File: src/shared/wsa_map.svh
// Constants of the word store alignment block
`ifndef WSA_MAP_SVH
`define WSA_MAP_SVH

// ****************************************
// Instruction fields
// ****************************************
`define WSA_OPC_MSB        31
`define WSA_OPC_LSB        26
`define WSA_OFF_MSB        15
`define WSA_OFF_LSB        0
`define WSA_OPC_WORD_STORE 6'h2B
`define WSA_OPC_LEFT_STORE 6'h2A

// ****************************************
// Reset values and word byte enable
// ****************************************
`define WSA_RST_ADDR       32'h0000_0000
`define WSA_RST_WORD       32'h0000_0000
`define WSA_RST_DATA       128'h0
`define WSA_RST_BEN        16'h0000
`define WSA_WORD_BEN       16'h000F

`endif

File: src/shared/wsa_pkg.sv
// Types of the word store alignment block
package wsa_pkg;

    typedef enum logic [1:0] {
        WSA_ST_IDLE = 2'b00,
        WSA_ST_XLAT = 2'b01
    } wsa_state_e;

    typedef enum logic [1:0] {
        WSA_K_NONE = 2'b00,
        WSA_K_WORD = 2'b01,
        WSA_K_LEFT = 2'b10
    } wsa_kind_e;

    typedef enum logic [2:0] {
        WSA_EXC_NONE     = 3'h0,
        WSA_EXC_ADDR     = 3'h1,
        WSA_EXC_REFILL   = 3'h2,
        WSA_EXC_INVALID  = 3'h3,
        WSA_EXC_MODIFIED = 3'h4,
        WSA_EXC_NOSTORE  = 3'h5
    } wsa_exc_e;

    typedef struct packed {
        logic [31:0] instr;
        logic [63:0] base;
        logic [63:0] src;
    } wsa_req_s;

    typedef struct packed {
        logic [31:0] paddr;
        logic        refill;
        logic        invalid;
        logic        modified;
    } wsa_xlat_s;

    typedef struct packed {
        logic [31:0]  addr;
        logic [127:0] data;
        logic [15:0]  ben;
    } wsa_store_s;

endpackage

File: src/rtl/wsa_store_align.sv
// Store data alignment for aligned and left-part word stores
`timescale 1ns/100ps
`include "wsa_map.svh"

module wsa_store_align #(
    parameter logic [5:0] WORD_OPC = `WSA_OPC_WORD_STORE,
    parameter logic [5:0] LEFT_OPC = `WSA_OPC_LEFT_STORE
) (
    input  wire logic                sys_clk_i,
    input  wire logic                sys_rst_i,
    input  wire logic                req_valid_i,
    output wire logic                req_ready_o,
    input  wire wsa_pkg::wsa_req_s   req_i,
    input  wire logic                endian_select_i,
    output wire logic                xlat_req_o,
    output wire logic [31:0]         virt_addr_o,
    input  wire logic                xlat_valid_i,
    input  wire wsa_pkg::wsa_xlat_s  xlat_i,
    output wire logic                store_valid_o,
    output wire wsa_pkg::wsa_store_s store_o,
    output wire logic                done_o,
    output wire wsa_pkg::wsa_exc_e   exc_o
);
    import wsa_pkg::*;

    // ****************************************
    // Functions
    // ****************************************
    function automatic logic [31:0] f_eff_addr(
        input logic [63:0] base,
        input logic [15:0] off
    );
        f_eff_addr = base[31:0] + {{16{off[15]}}, off};
    endfunction

    function automatic wsa_kind_e f_kind(input logic [31:0] instr);
        logic [5:0] opc;
        opc = instr[`WSA_OPC_MSB:`WSA_OPC_LSB];
        if (opc == WORD_OPC) begin
            f_kind = WSA_K_WORD;
        end else if (opc == LEFT_OPC) begin
            f_kind = WSA_K_LEFT;
        end else begin
            f_kind = WSA_K_NONE;
        end
    endfunction

    // Bytes 0..b of a word; the top register byte lands on b
    function automatic logic [3:0] f_left_mask(input logic [1:0] b);
        case (b)
            2'h0:    f_left_mask = 4'h1;
            2'h1:    f_left_mask = 4'h3;
            2'h2:    f_left_mask = 4'h7;
            default: f_left_mask = 4'hF;
        endcase
    endfunction

    function automatic wsa_store_s f_place(
        input wsa_kind_e   kind,
        input logic [31:0] virt_addr,
        input logic        big,
        input logic [31:0] word,
        input logic [31:0] paddr
    );
        logic [1:0]  w;
        logic [1:0]  b;
        logic [31:0] part;
        w    = virt_addr[3:2] ^ {2{big}};
        b    = virt_addr[1:0] ^ {2{big}};
        part = word >> {2'h3 - b, 3'h0};
        if (kind == WSA_K_WORD) begin
            f_place.data = {96'h0, word} << {w, 5'h0};
            f_place.ben  = `WSA_WORD_BEN << {w, 2'h0};
            f_place.addr = {paddr[31:4], paddr[3:0] ^ {big, big, 2'h0}};
        end else begin
            f_place.data = {96'h0, part} << {w, 5'h0};
            f_place.ben  = {12'h0, f_left_mask(b)} << {w, 2'h0};
            if (big) begin
                f_place.addr = {paddr[31:4], paddr[3:0] ^ 4'hF};
            end else begin
                f_place.addr = {paddr[31:2], 2'h0};
            end
        end
    endfunction

    // ****************************************
    // State
    // ****************************************
    wsa_state_e  state_r, state_nxt;
    wsa_kind_e   kind_r, kind_nxt;
    logic [31:0] virt_addr_r, virt_addr_nxt;
    logic        big_r, big_nxt;
    logic [31:0] word_r, word_nxt;
    logic        done_r, done_nxt;
    wsa_exc_e    exc_r, exc_nxt;
    logic        stv_r, stv_nxt;
    wsa_store_s  store_r, store_nxt;

    logic        taken;
    logic [31:0] eff;
    wsa_kind_e   kind_dec;
    logic        fault;

    assign taken    = req_valid_i && req_ready_o;
    assign eff      = f_eff_addr(req_i.base, req_i.instr[`WSA_OFF_MSB:`WSA_OFF_LSB]);
    assign kind_dec = f_kind(req_i.instr);
    assign fault    = xlat_i.refill || xlat_i.invalid || xlat_i.modified;

    assign req_ready_o   = (state_r == WSA_ST_IDLE);
    assign xlat_req_o    = (state_r == WSA_ST_XLAT);
    assign virt_addr_o   = virt_addr_r;
    assign store_valid_o = stv_r;
    assign store_o       = store_r;
    assign done_o        = done_r;
    assign exc_o         = exc_r;

    // ****************************************
    // Next state
    // ****************************************
    always_comb begin
        state_nxt = state_r;
        kind_nxt  = kind_r;
        virt_addr_nxt = virt_addr_r;
        big_nxt   = big_r;
        word_nxt  = word_r;
        done_nxt  = 1'b0;
        exc_nxt   = exc_r;
        stv_nxt   = 1'b0;
        store_nxt = store_r;
        case (state_r)
            WSA_ST_IDLE: begin
                if (req_valid_i) begin
                    kind_nxt  = kind_dec;
                    virt_addr_nxt = eff;
                    big_nxt   = endian_select_i;
                    word_nxt  = req_i.src[31:0];
                    if (kind_dec == WSA_K_NONE) begin
                        done_nxt = 1'b1;
                        exc_nxt  = WSA_EXC_NOSTORE;
                    end else if (kind_dec == WSA_K_WORD && eff[1:0] != 2'h0) begin
                        // Caught before translation, so no write is ever built
                        done_nxt = 1'b1;
                        exc_nxt  = WSA_EXC_ADDR;
                    end else begin
                        // Left-part form never checks alignment
                        state_nxt = WSA_ST_XLAT;
                    end
                end
            end
            WSA_ST_XLAT: begin
                if (xlat_valid_i) begin
                    state_nxt = WSA_ST_IDLE;
                    done_nxt  = 1'b1;
                    if (xlat_i.refill) begin
                        exc_nxt = WSA_EXC_REFILL;
                    end else if (xlat_i.invalid) begin
                        exc_nxt = WSA_EXC_INVALID;
                    end else if (xlat_i.modified) begin
                        exc_nxt = WSA_EXC_MODIFIED;
                    end else begin
                        exc_nxt   = WSA_EXC_NONE;
                        stv_nxt   = 1'b1;
                        store_nxt = f_place(kind_r, virt_addr_r, big_r, word_r, xlat_i.paddr);
                    end
                end
            end
            default: begin
                state_nxt = WSA_ST_IDLE;
            end
        endcase
    end

    // ****************************************
    // Registers
    // ****************************************
    always_ff @(posedge sys_clk_i) begin
        if (sys_rst_i) begin
            state_r <= WSA_ST_IDLE;
            kind_r  <= WSA_K_NONE;
            virt_addr_r <= `WSA_RST_ADDR;
            big_r   <= 1'b0;
            word_r  <= `WSA_RST_WORD;
            done_r  <= 1'b0;
            exc_r   <= WSA_EXC_NONE;
            stv_r   <= 1'b0;
            store_r <= '{addr: `WSA_RST_ADDR, data: `WSA_RST_DATA, ben: `WSA_RST_BEN};
        end else begin
            state_r <= state_nxt;
            kind_r  <= kind_nxt;
            virt_addr_r <= virt_addr_nxt;
            big_r   <= big_nxt;
            word_r  <= word_nxt;
            done_r  <= done_nxt;
            exc_r   <= exc_nxt;
            stv_r   <= stv_nxt;
            store_r <= store_nxt;
        end
    end

    // Lane and byte position of the store now on the outputs
    logic [1:0] a_w;
    logic [1:0] a_b;
    logic [6:0] a_top;
    assign a_w   = virt_addr_r[3:2] ^ {2{big_r}};
    assign a_b   = virt_addr_r[1:0] ^ {2{big_r}};
    assign a_top = {a_w, a_b, 3'h0};
endmodule

File: config.mk
export PLATFORM = sky130hd
export DESIGN_NAME = wsa_store_align
export DESIGN_NICKNAME = d
export VERILOG_FILES = /design/src/shared/wsa_pkg.sv /design/src/rtl/wsa_store_align.sv
export VERILOG_INCLUDE_DIRS = /design/src /design/src/shared
export SDC_FILE = /design/constraint.sdc
export NUM_CORES = 1
export LEC_CHECK = 0
export BUFFER_PORTS_ARGS = -buffer_cell sky130_fd_sc_hd__buf_2
export CORE_ASPECT_RATIO = 0.8
export CORE_MARGIN = 3
export CORE_UTILIZATION = 44
export CTS_CLUSTER_DIAMETER = 60
export DETAILED_ROUTE_END_ITERATION = 7
export PLACE_DENSITY = 0.76
export SYNTH_ARGS = -nofsm -noshare
export SYNTH_HDL_FRONTEND = slang
export SYNTH_SLANG_ARGS = --single-unit
File: constraint.sdc
create_clock -name sys_clk_i -period 2.49 [get_ports sys_clk_i]
set_input_delay 0.3735 -clock sys_clk_i [delete_from_list [all_inputs] [get_ports sys_clk_i]]
set_output_delay 0.3735 -clock sys_clk_i [all_outputs]
set_load 0.05 [all_outputs]
Word level (Yosys, flattened, before mapping)

Cells that the tools add are included.

Bits in registers: 250
Output and inout port bits: 215
Logic and storage cells: 80

Add/subtract/negate cells: 2
Equal/unequal tests: 12
Shifts and indexed selects: 5
Muxes and demuxes: 30
Bitwise logic cells: 9
Reduce and logical (&&, ||, !) cells: 11

Operators with widths:

| kind                                                                   | number |
|---|---|
| 32-bit by 7-bit left shift with 128-bit output                         | 2 |
| 148-bit two-way mux                                                    | 1 |
| 32-bit adder                                                           | 1 |
| 32-bit by 5-bit right shift with 32-bit output                         | 1 |
| 4-bit two-way mux                                                      | 7 |
| 3-bit two-way mux                                                      | 7 |
| 4-bit by 4-bit left shift with 16-bit output                           | 1 |
| 4-bit by 4-bit left shift with 16-bit output (first input constant)    | 1 |
| 6-bit equality test (second input constant)                            | 2 |
| 2-bit two-way mux                                                      | 6 |
| 4-bit one-hot mux with 3 select lines                                  | 1 |
| 2-bit by 1-bit equality test with 1-bit output (second input constant) | 4 |
| 4-bit AND reduction                                                    | 2 |
| 2-bit zero test                                                        | 3 |
| 2-bit != test (second input constant)                                  | 3 |
| 3-bit one-hot mux with 2 select lines                                  | 1 |
| 1-bit two-way mux                                                      | 5 |
| 1-bit NOT                                                              | 5 |
| 5-bit AND reduction                                                    | 1 |
| 5-bit OR reduction                                                     | 1 |
| 4-bit NOT                                                              | 1 |
| 2-bit one-hot mux with 2 select lines                                  | 1 |
| 2-bit nonzero test                                                     | 2 |
| 2-bit bitwise XOR                                                      | 2 |
| 8 further kinds                                                        | 8 |

Logic depth before layout (Yosys ltp)

Gate-level depths: netlist of the first run.

Depth after elaboration: 11
Gate-level depth with buffers: 12
Mapped depth without buffers: 12

Worst setup path before layout of the first run

Ideal clock, no wire load.

Path kind: input port to flip-flop
Start: in req_i[64] (netlist name)
End: reg virt_addr_r[30] (netlist: virt_addr_o[30])
Setup time: 0.086 ns
Data arrival time: 2.349 ns
Required time: 2.404 ns
Setup slack: 0.055 ns
Stages on the path: 12
Buffers on the path: 0
Cells stage by stage: ha_1 > inv_1 > fa_1 > nand2b_1 > a21oi_1 > o311a_1 > o211ai_1 > o22ai_1 > a31oi_1 > nor2_1 > xnor2_1 > a211oi_1

Cells in the longest elaborated chain, start to end: 1

RTL lines:

| element                | RTL line               | RTL |
|---|---|---|
| start: declaration     | wsa_store_align.sv:13  | `input wire wsa_pkg::wsa_req_s req_i,` |
| 32-bit adder           | wsa_store_align.sv:33  | `f_eff_addr = base[31:0] + {{16{off[15]}}, off};` |
| end signal: assignment | wsa_store_align.sv:180 | `` virt_addr_r <= `WSA_RST_ADDR; `` |
| end signal: assignment | wsa_store_align.sv:190 | `virt_addr_r <= virt_addr_nxt;` |
| end: declaration       | wsa_store_align.sv:91  | `logic [31:0] virt_addr_r, virt_addr_nxt;` |

No other way between the ends.
A chain may end at the register's enable or synchronous reset.

Worst setup path in the final report of the first run

Start: in req_i[64] (netlist name)
End: reg virt_addr_r[24] (netlist: virt_addr_o[24])

Same word-level chain as after synthesis.

==> metrics.md, run 1 <==
| Metric | Value |
|---|---|
| Placed cell count | 1940 |
| Initial core utilization | 45.3% |
| #FFs+latches synth | 249 |
| TritonCTS Buffers | 26 |
| CTS H-tree lvls | 1 |
| WP data arrival | 2730 ps |
| Total grt overflow | 0 |
| Met2 Usage GRT | 38.8% |
| DIE AREA | 0.0263 mm² |
| DIE HEIGHT | 146 µm |
| Synth area leader | dfxtp_1 |
| Mapped Area | 0.0107 mm² |
| Reg2Reg Capture Point | store_o[24]$_SDFFE_PP0P_ |
| Syn Nets | 1539 |
| Final cell count without fillers | 1992 |
| Num ports | 415 |
| Post-DP Area | 0.0131 mm² |
| Dpl hpwl | 25.4 mm |
| # setup viols final | 0 |
| Largest net degree at the start of global routing | 154 |
| Die width | 180 µm |
| Slew headroom | 54.4% |
| Max Fclk | 440 MHz |
| Share of layout cells above drive strength 1 | 29.1% |
| Detailed-route DRC error count | 0 |
| Dpl ws | -379 ps |
| Final #Nets | 1888 |
| Sequence of cells on the critical path | buf_2, ha_1, inv_1, fa_1, nand2b_1, a21oi_1, buf_4, o311a_1, o21ai_1, a21oi_2, o41ai_2, xnor2_1, nand2_1, a21oi_1 |
| Status | finished clean |
| Reg power frac | 43.1% |
| Slew Viols, Final | 0 |
| Peak supply drop | 0.000534 V |
| Core Area | 0.0236 mm² |
| Placer congestion estimate | 0.891 |
| Static Leakage | 6.38 nW |
| CTS tree | yes |
| Clk pwr share | 41.5% |
| Worst hold path class | input pin to register |
| Worst reg2reg startpoint | big_r$_SDFFE_PP0P_ |
| CP top delay family | compound AO/OA/AOI/OAI gates |
| Post-route cell area | 0.0140 mm² |
| Reg2reg path depth | 7 |
| Antenna violations before repair | 7 |
| Ranking of synthesized cells by area | dfxtp_1 47%, a22oi_1 10%, nor2_1 7.6% |
| RSZ-0062 raised after global routing | false |
| Worst-Skew Late Latency | 520 ps |
| NetSw | 2.63 mW |
| Synth cell types | 57 |
| Maximum clock path buffer count | 3 |
| CP most frequent cell | a21oi_1 |
| Top FF cell, synth | dfxtp_1 |
| Top-count cell post-synth | dfxtp_1 |
| Crit start category | input pin |
| Total chip power | 9.65 mW |
| Start point of the worst hold path | xlat_valid_i |
| Max-cap violation count | 0 |
| Initial DRC count | 842 |
| Sequential share of the synthesized area | 46.6% |
| Via-to-Cell Ratio | 5.51 |
| Post-Synthesis Cells | 1307 |
| All-layer global routing usage | 24.5% |
| Grt peak-use layer | met2 |
| Util after Layout | 59.4% |
| Routed Antenna Nets | 0 |
| First-pass GRT wire length | 53.9 mm |
| Post-synth top cells | 249 x dfxtp_1, 217 x nor2_1, 210 x nand2_1 |
| Pint | 7.02 mW |
| Yosys top cell area share | 46.6% |
| Vias after detailed routing | 11000 |
| Layout area overhead | 31.1% |
| CP Data Required Time | 2940 ps |
| M1 GR Usage | 34.1% |
| Syn_area_per_cell | 8.19 µm² |
| EDFF count, synth | 0 |
| Worst slew pin tran | 685 ps |
| Final-layout fill cell count | 2160 |
| Vias in the first global route | 10100 |
| Path type of the worst setup path | input pin to register |
| Worst path slowest cell | o311a_1 |
| Final hold vios | 0 |
| Critical path's largest stage delay | 330 ps |
| First-pass DRT Iterations | 6 |
| Minimum clock period | 2280 ps |
| # port buffers | 340 |
| Root Buffer | clkbuf_16 |
| # rows | 50 |
| Avg WL per Cell | 17.5 µm |
| CTS Hold Bufs | 0 |
| Clk slew on worst S/H paths | 60 ps |
| Comb pwr share | 15.4% |
| Depth of the worst hold-timing path | 2 |
| Final period utilization | 91.4% |
| Fraction of registers with async set/reset | 0% |
| Net Sw Frac | 27.3% |
| Worst Skew | 17.9 ps |
| Sink Count | 249 |
| Worst Setup End Kind | register |
| Total of warnings raised by yosys | 0 |
| R2R setup slack | 300 ps |
| Final wirelength | 34.8 mm |
| Maximum fanout along the worst path | 4 |
| Met3 global-route usage | 5.12% |
| WP buf/inv | 3 |
| Fin worst setup slack | 215 ps |
| Worst Hold Endpoint | exc_o[0]$_SDFFE_PP0P_ |
| P per Cell Area | 687 mW/mm² |
flip-flops by register name, summed over array words and instances (netlist names):
| register | count |
|---|---|
| kind_r | 2 |
| state_r | 1 |
| store_o | 176 |
| big_r | 1 |
| exc_o | 3 |
| store_valid_o | 1 |
| word_r | 32 |
| done_o | 1 |
| virt_addr_o | 32 |
cells in the final DEF, fill, tap and decap left out, drive strengths merged, types with 3 or more instances in the layout:
cell and instances:
a211oi 7, a21o 15, a21oi 141, a22o 8
a22oi 145, a311oi 3, a31oi 5, and2 6
and3 4, buf 421, clkbuf 38, clkinv 3
clkinvlp 3, dfxtp 249, diode 5, ha 31
inv 13, nand2 210, nand2b 5, nand3 15
nand3b 4, nand4 6, nor2 218, nor2b 5
nor3 5, o211ai 3, o21a 4, o21ai 36
o21bai 4, o22ai 8, o31ai 4, xnor2 17
xor2 14
final cells by class:
type                    instances  area, µm²  area share, %
multi-input cells             946       5340           38.1
flip-flops and latches        249       4980           35.5
clock buffers                  38        787           5.61
inverters                      12       45.0          0.321
diodes                          5       12.5         0.0891
repair buffers                421       2370           16.9
well taps                     312        390           2.78
clock inverters                 9        110          0.784
logic make-up after synthesis:
family                   after synthesis  share of synthesized area [%]
AO/OA/AOI/OAI                        395                           24.5
XOR/XNOR                              31                           2.54
adder cells (fa/ha/maj)               32                           3.81
buffers and inverters                112                           4.01
flip-flops                           249                           46.6
AND/OR/NAND/NOR                      488                           18.6
power groups by stage:
stage / combinational [mW] / clock [mW] / sequential [mW]
after global placement: 1.44 / 0 / 4.24
after floorplan: 0.766 / 0 / 4.40
after CTS: 1.47 / 4.07 / 4.16
final: 1.49 / 4.00 / 4.16
after detailed placement: 1.46 / 0 / 4.25
after global routing: 1.62 / 4.24 / 4.17
stage by stage:
stage | TNS (ps) | hold WS [ps]
2_1_floorplan | 0 | 437
5_1_grt | 0 | 78.4
3_3_place_gp | -1940 | 437
3_5_place_dp | -2530 | 442
6_report | 0 | 77.7
4_1_cts | 0 | 56.2
metal layers:
layer / part of all wire (%) / up-vias
met5: 0.11 / -
met4: 2.6 / 6
met3: 8.4 / 72
li1: - / 5265
met1: 44 / 5177
met2: 45 / 461
how the worst max path moves through the flow:
stage               start                            to  slack (ps)  depth (start not counted)
6_report        req_i[64]  virt_addr_o[24]$_SDFFE_PP0P_         210                         14
5_1_grt        req_i[128]  virt_addr_o[28]$_SDFFE_PP0P_          40                         14
4_1_cts         req_i[64]  virt_addr_o[24]$_SDFFE_PP0P_         140                         14
3_5_place_dp    req_i[64]  virt_addr_o[24]$_SDFFE_PP0P_        -380                         14
3_3_place_gp   req_i[128]  virt_addr_o[30]$_SDFFE_PP0P_        -240                         14
2_1_floorplan   req_i[64]  virt_addr_o[30]$_SDFFE_PP0P_          60                         12
timing repair:
action	CTS	global route
resized for setup	0	3
buffers inserted	0	0
endpoints found under the setup margin	0	19
No activity file was read; power rests on OpenSTA's default activity.
==> inputs of run 2 (changes only) <==
--- a/config.mk
+++ b/config.mk
@@ -7,7 +7,7 @@
 export NUM_CORES = 1
 export LEC_CHECK = 0
 export BUFFER_PORTS_ARGS = -buffer_cell sky130_fd_sc_hd__buf_2
-export CORE_ASPECT_RATIO = 0.8
+export CORE_ASPECT_RATIO = 1.75
 export CORE_MARGIN = 3
 export CORE_UTILIZATION = 44
 export CTS_CLUSTER_DIAMETER = 60
==> run 2 against run 1 <==
Critical path depth decreased by 3. Global-route usage rose by 2.0 points. Sequential share of layout area is 0.098 points higher. Critical endpoint is now virt_addr_o[19]$_SDFFE_PP0P_. Worst hold slack improved by 6.4 ps. Cell area is 0.28% lower. Largest power group unchanged. Count of clock-buffer cells in the layout fell by 9. Clock power is 14% lower. Setup slack better by 53 ps. Via count decreased by 0.13%. Total power decreased by 5.5%. Die area up 0.24%.
==> metrics.md, run 2 (synthesized netlist as in run 1, its figures left out) <==
| Metric | Value |
|---|---|
| First-pass GRT wire length | 55.1 mm (was 53.9 mm) |
| Slew headroom | 61.7% (was 54.4%) |
| Detailed-route DRC error count | 0 (unchanged) |
| Maximum clock path buffer count | 3 (unchanged) |
| Antenna violations before repair | 5 (was 7) |
| Worst path slowest cell | ha_1 (was o311a_1) |
| Maximum fanout along the worst path | 4 (unchanged) |
| # rows | 74 (was 50) |
| Status | finished clean (unchanged) |
| Worst-Skew Late Latency | 520 ps (about the same) |
| Max-cap violation count | 0 (unchanged) |
| CTS H-tree lvls | 1 (unchanged) |
| R2R setup slack | 310 ps (was 300 ps) |
| Static Leakage | 6.41 nW (was 6.38 nW) |
| # port buffers | 340 (unchanged) |
| WP buf/inv | 1 (was 3) |
| Worst setup endpoint | virt_addr_o[19]$_SDFFE_PP0P_ (was virt_addr_o[24]$_SDFFE_PP0P_) |
| Routed Antenna Nets | 0 (unchanged) |
| Num ports | 415 (unchanged) |
| Final wirelength | 36.5 mm (was 34.8 mm) |
| CP startpoint | req_i[72] (was req_i[64]) |
| Total grt overflow | 0 (unchanged) |
| Net Sw Frac | 28.7% (was 27.3%) |
| Core Area | 0.0236 mm² (about the same) |
| Final hold vios | 0 (unchanged) |
| CTS tree | yes (unchanged) |
| CP most frequent cell | a21oi_1 (unchanged) |
| Peak supply drop | 0.000556 V (was 0.000534 V) |
| Max Fclk | 450 MHz (was 440 MHz) |
| Setup bufs post-CTS | 0 (unchanged) |
| Root Buffer | clkbuf_16 (unchanged) |
| Slew Viols, Final | 0 (unchanged) |
| Worst hold path class | input pin to register (unchanged) |
| NetSw | 2.62 mW (was 2.63 mW) |
| Minimum clock period | 2220 ps (was 2280 ps) |
| TritonCTS Buffers | 23 (was 26) |
| Sequence of cells on the critical path | buf_2, ha_1, a21oi_1, nor2_1, a2111oi_4, o31ai_4, a31oi_4, o21ai_1, a21oi_1, or4_1, nand3_1 (was buf_2, ha_1, inv_1, fa_1, nand2b_1, a21oi_1, buf_4, o311a_1, o21ai_1, a21oi_2, o41ai_2, xnor2_1, nand2_1, a21oi_1) |
| Via-to-Cell Ratio | 5.49 (was 5.51) |
| Clk pwr share | 37.6% (was 41.5%) |
| Post-DP Area | 0.0133 mm² (was 0.0131 mm²) |
| Placer congestion estimate | 0.894 (was 0.891) |
| DIE AREA | 0.0263 mm² (about the same) |
| Layout area overhead | 30.7% (was 31.1%) |
| Avg WL per Cell | 18.3 µm (was 17.5 µm) |
| Clk slew on worst S/H paths | 70 ps (was 60 ps) |
| Post-route cell area | 0.0140 mm² (about the same) |
| Reg2Reg Capture Point | store_o[89]$_SDFFE_PP0P_ (was store_o[24]$_SDFFE_PP0P_) |
| Most common cell after layout, fill and taps aside | buf_2 (unchanged) |
| Worst reg2reg startpoint | big_r$_SDFFE_PP0P_ (unchanged) |
| Initial core utilization | 45.4% (was 45.3%) |
| RSZ-0062 raised after global routing | false (unchanged) |
| Path type of the worst setup path | input pin to register (unchanged) |
| Number of flip-flops in the largest register | 176 (unchanged) |
| Reg power frac | 45.6% (was 43.1%) |
| Dpl hpwl | 27.3 mm (was 25.4 mm) |
| CP top delay family | compound AO/OA/AOI/OAI gates (unchanged) |
| DIE HEIGHT | 212 µm (was 146 µm) |
| Vias after detailed routing | 11000 (about the same) |
| Largest net degree at the start of global routing | 109 (was 154) |
| Reg2reg path depth | 6 (was 7) |
| Pint | 6.50 mW (was 7.02 mW) |
| Critical path's largest stage delay | 360 ps (was 330 ps) |
| P per Cell Area | 652 mW/mm² (was 687 mW/mm²) |
| Crit start category | input pin (unchanged) |
| Worst Skew | 7.25 ps (was 17.9 ps) |
| Most frequent cells in the layout | 339 x buf_2, 249 x dfxtp_1, 216 x nor2_1, 208 x nand2_1, 145 x a22oi_1 (was 339 x buf_2, 249 x dfxtp_1, 215 x nor2_1, 208 x nand2_1, 145 x a22oi_1) |
| Worst Setup End Kind | register (unchanged) |
| Hold WS | 84.1 ps (was 77.7 ps) |
| Share of layout cells above drive strength 1 | 29.6% (was 29.1%) |
| Final period utilization | 89.3% (was 91.4%) |
| Sink Count | 249 (unchanged) |
| Initial DRC count | 764 (was 842) |
| Die width | 124 µm (was 180 µm) |
| Final TNS setup | 0 ps (unchanged) |
| # setup viols final | 0 (unchanged) |
| Final-layout fill cell count | 2120 (was 2160) |
| Worst slew pin tran | 572 ps (was 685 ps) |
| CP Data Required Time | 2900 ps (was 2940 ps) |
| All-layer global routing usage | 26.5% (was 24.5%) |
| CTS Hold Bufs | 0 (unchanged) |
| Util after Layout | 59.3% (was 59.4%) |
| CP Depth | 11 (was 14) |
| Comb pwr share | 16.8% (was 15.4%) |
| Final #Nets | 1908 (was 1888) |
| WP data arrival | 2630 ps (was 2730 ps) |
| Vias in the first global route | 10600 (was 10100) |
| First-pass DRT Iterations | 5 (was 6) |
==> run 2: cell type report <==
type                    count  area (µm²)  share of cell area, %
well taps                 304         380                   2.72
repair buffers            444        2540                   18.1
diodes                      3        7.51                 0.0536
inverters                  12        45.0                  0.322
multi-input cells         946        5330                   38.1
clock buffers              29         608                   4.34
clock inverters            11         103                  0.733
flip-flops and latches    249        4980                   35.6
==> run 2: power groups by stage <==
stage | sequential (mW) | clock (mW) | combinational, mW
6_report | 4.16 | 3.43 | 1.54
5_1_grt | 4.16 | 3.67 | 1.66
4_1_cts | 4.15 | 3.50 | 1.53
3_5_place_dp | 4.24 | 0 | 1.52
3_3_place_gp | 4.24 | 0 | 1.51
2_1_floorplan | 4.40 | 0 | 0.766
==> run 2: how the worst min path moves through the flow <==
stage,start,endpoint,slack (ps),cells after the start
detailed placement,virt_addr_o[13]$_SDFFE_PP0P_,virt_addr_o[13]$_SDFFE_PP0P_,440,2
global placement,virt_addr_o[12]$_SDFFE_PP0P_,virt_addr_o[12]$_SDFFE_PP0P_,440,2
CTS,xlat_valid_i,exc_o[0]$_SDFFE_PP0P_,60,2
global route,xlat_valid_i,exc_o[0]$_SDFFE_PP0P_,90,2
finish,xlat_valid_i,exc_o[0]$_SDFFE_PP0P_,80,2
floorplan,word_r[2]$_SDFFE_PP0P_,word_r[2]$_SDFFE_PP0P_,440,2
==> run 2: routing by layer <==
| layer | track usage [%] | up-vias | wire length [µm] |
|---|---|---|---|
| met5 | 0 | - | 31 |
| met4 | 13.7 | 6 | 1850 |
| met3 | 5.06 | 115 | 2850 |
| met2 | 48.0 | 464 | 18800 |
| met1 | 28.7 | 5092 | 12900 |
| li1 | - | 5290 | - |
==> run 2: repair_timing <==
action	CTS	global route
endpoints found under the setup margin	0	1
endpoints found under the hold margin	0	0
gates resized for setup	0	1
==> run 2: worst reg2reg max path: stages, from the launching register on <==
cell     delay [ps]
dfxtp_1         510
xnor2_1         190
nor2_1          490
a22oi_1         230
o21ai_1         450
a22oi_1         140
nor2_1          110
==> run 2: through the flow <==
stage                     power (mW)  cells  setup WS, ps
after global placement          5.75   1955          -314
after global routing            9.50   1997          17.7
after detailed placement        5.77   1955          -317
final                           9.12   1998           267
after floorplan                 5.17   1307          55.0
after CTS                       9.19   1995           213
==> inputs of run 3 (changes only) <==
--- a/config.mk
+++ b/config.mk
@@ -12,7 +12,7 @@
 export CORE_UTILIZATION = 44
 export CTS_CLUSTER_DIAMETER = 60
 export DETAILED_ROUTE_END_ITERATION = 7
-export PLACE_DENSITY = 0.76
+export PLACE_DENSITY = 0.78
 export SYNTH_ARGS = -nofsm -noshare
 export SYNTH_HDL_FRONTEND = slang
 export SYNTH_SLANG_ARGS = --single-unit
==> run 3 against run 2 <==
Core utilization down 0.069 points. Clock skew up 9.4 ps. Register-to-register slack worse by 120 ps. Sequential power about the same. Die area unchanged. Clock power up 1%. Fmax down 3.2%. Total power up 0.47%. Critical path depth down 4. Via count down 0.10%. Global-route usage down 0.24 points. Critical path type is now register to register.
==> metrics.md, run 3 (synthesized netlist as in run 1, its figures left out) <==
| Metric | Value |
|---|---|
| First-pass GRT wire length | 54.9 mm (was 55.1 mm) |
| Final #Nets | 1904 (was 1908) |
| Largest net degree at the start of global routing | 169 (was 109) |
| Total grt overflow | 0 (unchanged) |
| Most frequent cells in the layout | 339 x buf_2, 249 x dfxtp_1, 216 x nor2_1, 208 x nand2_1, 145 x a22oi_1 (unchanged) |
| Most common cell after layout, fill and taps aside | buf_2 (unchanged) |
| Minimum clock period | 2300 ps (was 2220 ps) |
| # setup viols final | 0 (unchanged) |
| Worst path slowest cell | dfxtp_1 (was ha_1) |
| Critical path's largest stage delay | 560 ps (was 360 ps) |
| CTS tree | yes (unchanged) |
| # rows | 74 (unchanged) |
| Core Area | 0.0236 mm² (unchanged) |
| Via-to-Cell Ratio | 5.49 (about the same) |
| Worst Hold Endpoint | exc_o[0]$_SDFFE_PP0P_ (unchanged) |
| Final wirelength | 36.2 mm (was 36.5 mm) |
| RSZ-0062 raised after global routing | false (unchanged) |
| CP startpoint | big_r$_SDFFE_PP0P_ (was req_i[72]) |
| Root Buffer | clkbuf_16 (unchanged) |
| Peak supply drop | 0.000448 V (was 0.000556 V) |
| R2R setup slack | 190 ps (was 310 ps) |
| WP data arrival | 2740 ps (was 2630 ps) |
| Routed Antenna Nets | 0 (unchanged) |
| Vias in the first global route | 10500 (was 10600) |
| P per Cell Area | 656 mW/mm² (was 652 mW/mm²) |
| Crit start category | register (was input pin) |
| Max Fclk | 436 MHz (was 450 MHz) |
| Maximum clock path buffer count | 3 (unchanged) |
| DIE AREA | 0.0263 mm² (unchanged) |
| Placer congestion estimate | 0.923 (was 0.894) |
| CP top delay family | compound AO/OA/AOI/OAI gates (unchanged) |
| Worst Skew | 16.6 ps (was 7.25 ps) |
| Worst reg2reg startpoint | big_r$_SDFFE_PP0P_ (unchanged) |
| Sequence of cells on the critical path | xor2_1, buf_4, nor2_1, a22oi_1, o21ai_1, a22oi_1, nor2_1 (was buf_2, ha_1, a21oi_1, nor2_1, a2111oi_4, o31ai_4, a31oi_4, o21ai_1, a21oi_1, or4_1, nand3_1) |
| Number of flip-flops in the largest register | 176 (unchanged) |
| Num ports | 415 (unchanged) |
| Reg2Reg Capture Point | store_o[27]$_SDFFE_PP0P_ (was store_o[89]$_SDFFE_PP0P_) |
| Detailed-route DRC error count | 0 (unchanged) |
| First-pass DRT Iterations | 5 (unchanged) |
| WP buf/inv | 1 (unchanged) |
| Antenna violations before repair | 4 (was 5) |
| Status | finished clean (unchanged) |
| CP Data Required Time | 2940 ps (was 2900 ps) |
| Depth of the worst hold-timing path | 2 (unchanged) |
| CTS H-tree lvls | 1 (unchanged) |
| Final TNS setup | 0 ps (unchanged) |
| All-layer global routing usage | 26.3% (was 26.5%) |
| Path type of the worst setup path | register to register (was input pin to register) |
| Avg WL per Cell | 18.1 µm (was 18.3 µm) |
| Worst slew pin tran | 843 ps (was 572 ps) |
| Util after Layout | 59.2% (was 59.3%) |
| Layout area overhead | 30.6% (was 30.7%) |
| Sink Count | 249 (unchanged) |
| Share of layout cells above drive strength 1 | 29.4% (was 29.6%) |
| Final hold vios | 0 (unchanged) |
| # port buffers | 340 (unchanged) |
| Max-cap violation count | 0 (unchanged) |
| Vias after detailed routing | 11000 (about the same) |
| Worst hold path class | input pin to register (unchanged) |
| Initial core utilization | 45.4% (unchanged) |
| Worst-Skew Late Latency | 510 ps (was 520 ps) |
| DIE HEIGHT | 212 µm (unchanged) |
| Final period utilization | 92.2% (was 89.3%) |
| Initial DRC count | 709 (was 764) |
| Dpl hpwl | 26.9 mm (was 27.3 mm) |
| Worst Setup End Kind | register (unchanged) |
| Slew headroom | 43.8% (was 61.7%) |
| Die width | 124 µm (unchanged) |
| Reg2reg path depth | 7 (was 6) |
| Start point of the worst hold path | xlat_valid_i (unchanged) |
| Maximum fanout along the worst path | 10 (was 4) |
| Total chip power | 9.17 mW (was 9.12 mW) |
| Slew Viols, Final | 0 (unchanged) |
| Clk slew on worst S/H paths | 70 ps (about the same) |
| Static Leakage | 6.39 nW (was 6.41 nW) |
| TritonCTS Buffers | 23 (unchanged) |
==> run 3: through the flow <==
step | hold slack, ps | setup slack, ps | cells | cell area (µm²)
finish | 89.6 | 195 | 1994 | 14000
global route | 85.3 | 3.45 | 1993 | 14000
CTS | 66.1 | 218 | 1990 | 14000
detailed placement | 444 | -322 | 1951 | 13200
global placement | 437 | -320 | 1951 | 13200
floorplan | 437 | 55.0 | 1307 | 10700
==> run 3: layout make-up <==
cell class              count  area, µm²
fillers                  2144       9630
multi-input cells         946       5340
flip-flops and latches    249       4980
repair buffers            440       2500
clock buffers              30        612
well taps                 304        380
clock inverters             9        111
inverters                  12       45.0
diodes                      4       10.0
==> run 3: worst max-delay path by stage <==
stage	end	slack, ps	cells after the start
6_report	store_o[27]$_SDFFE_PP0P_	190	7
4_1_cts	virt_addr_o[24]$_SDFFE_PP0P_	220	14
3_5_place_dp	virt_addr_o[24]$_SDFFE_PP0P_	-320	14
2_1_floorplan	virt_addr_o[30]$_SDFFE_PP0P_	60	12
5_1_grt	store_o[123]$_SDFFE_PP0P_	3	7
3_3_place_gp	virt_addr_o[24]$_SDFFE_PP0P_	-320	14
==> run 3: worst reg2reg max path, stage by stage (launching register included) <==
cell	delay, ps
dfxtp_1	560
xor2_1	120
buf_4	180
nor2_1	440
a22oi_1	260
o21ai_1	420
a22oi_1	130
nor2_1	110
==> run 3: metal layers <==
metal  share of wire, %  vias up  GRT usage, %
met5              0.019        -             0
met4                4.3        2          11.8
met3                6.7       86          3.73
met2                 52      488          48.2
met1                 37     5098          29.5
li1                   -     5282             -
==> run 3: power by group <==
part	internal, mW	total (mW)	switching, mW
clock	1.95	3.48	1.53
combinational	0.571	1.54	0.968
sequential	4.07	4.15	0.0764
==> run 3: repair_timing <==
action                                  4_1_cts  5_1_grt
pin swaps                                     0        0
hold buffers                                  0        0
setup buffers                                 0        0
resized for setup                             1        1
endpoints found under the setup margin        9        1
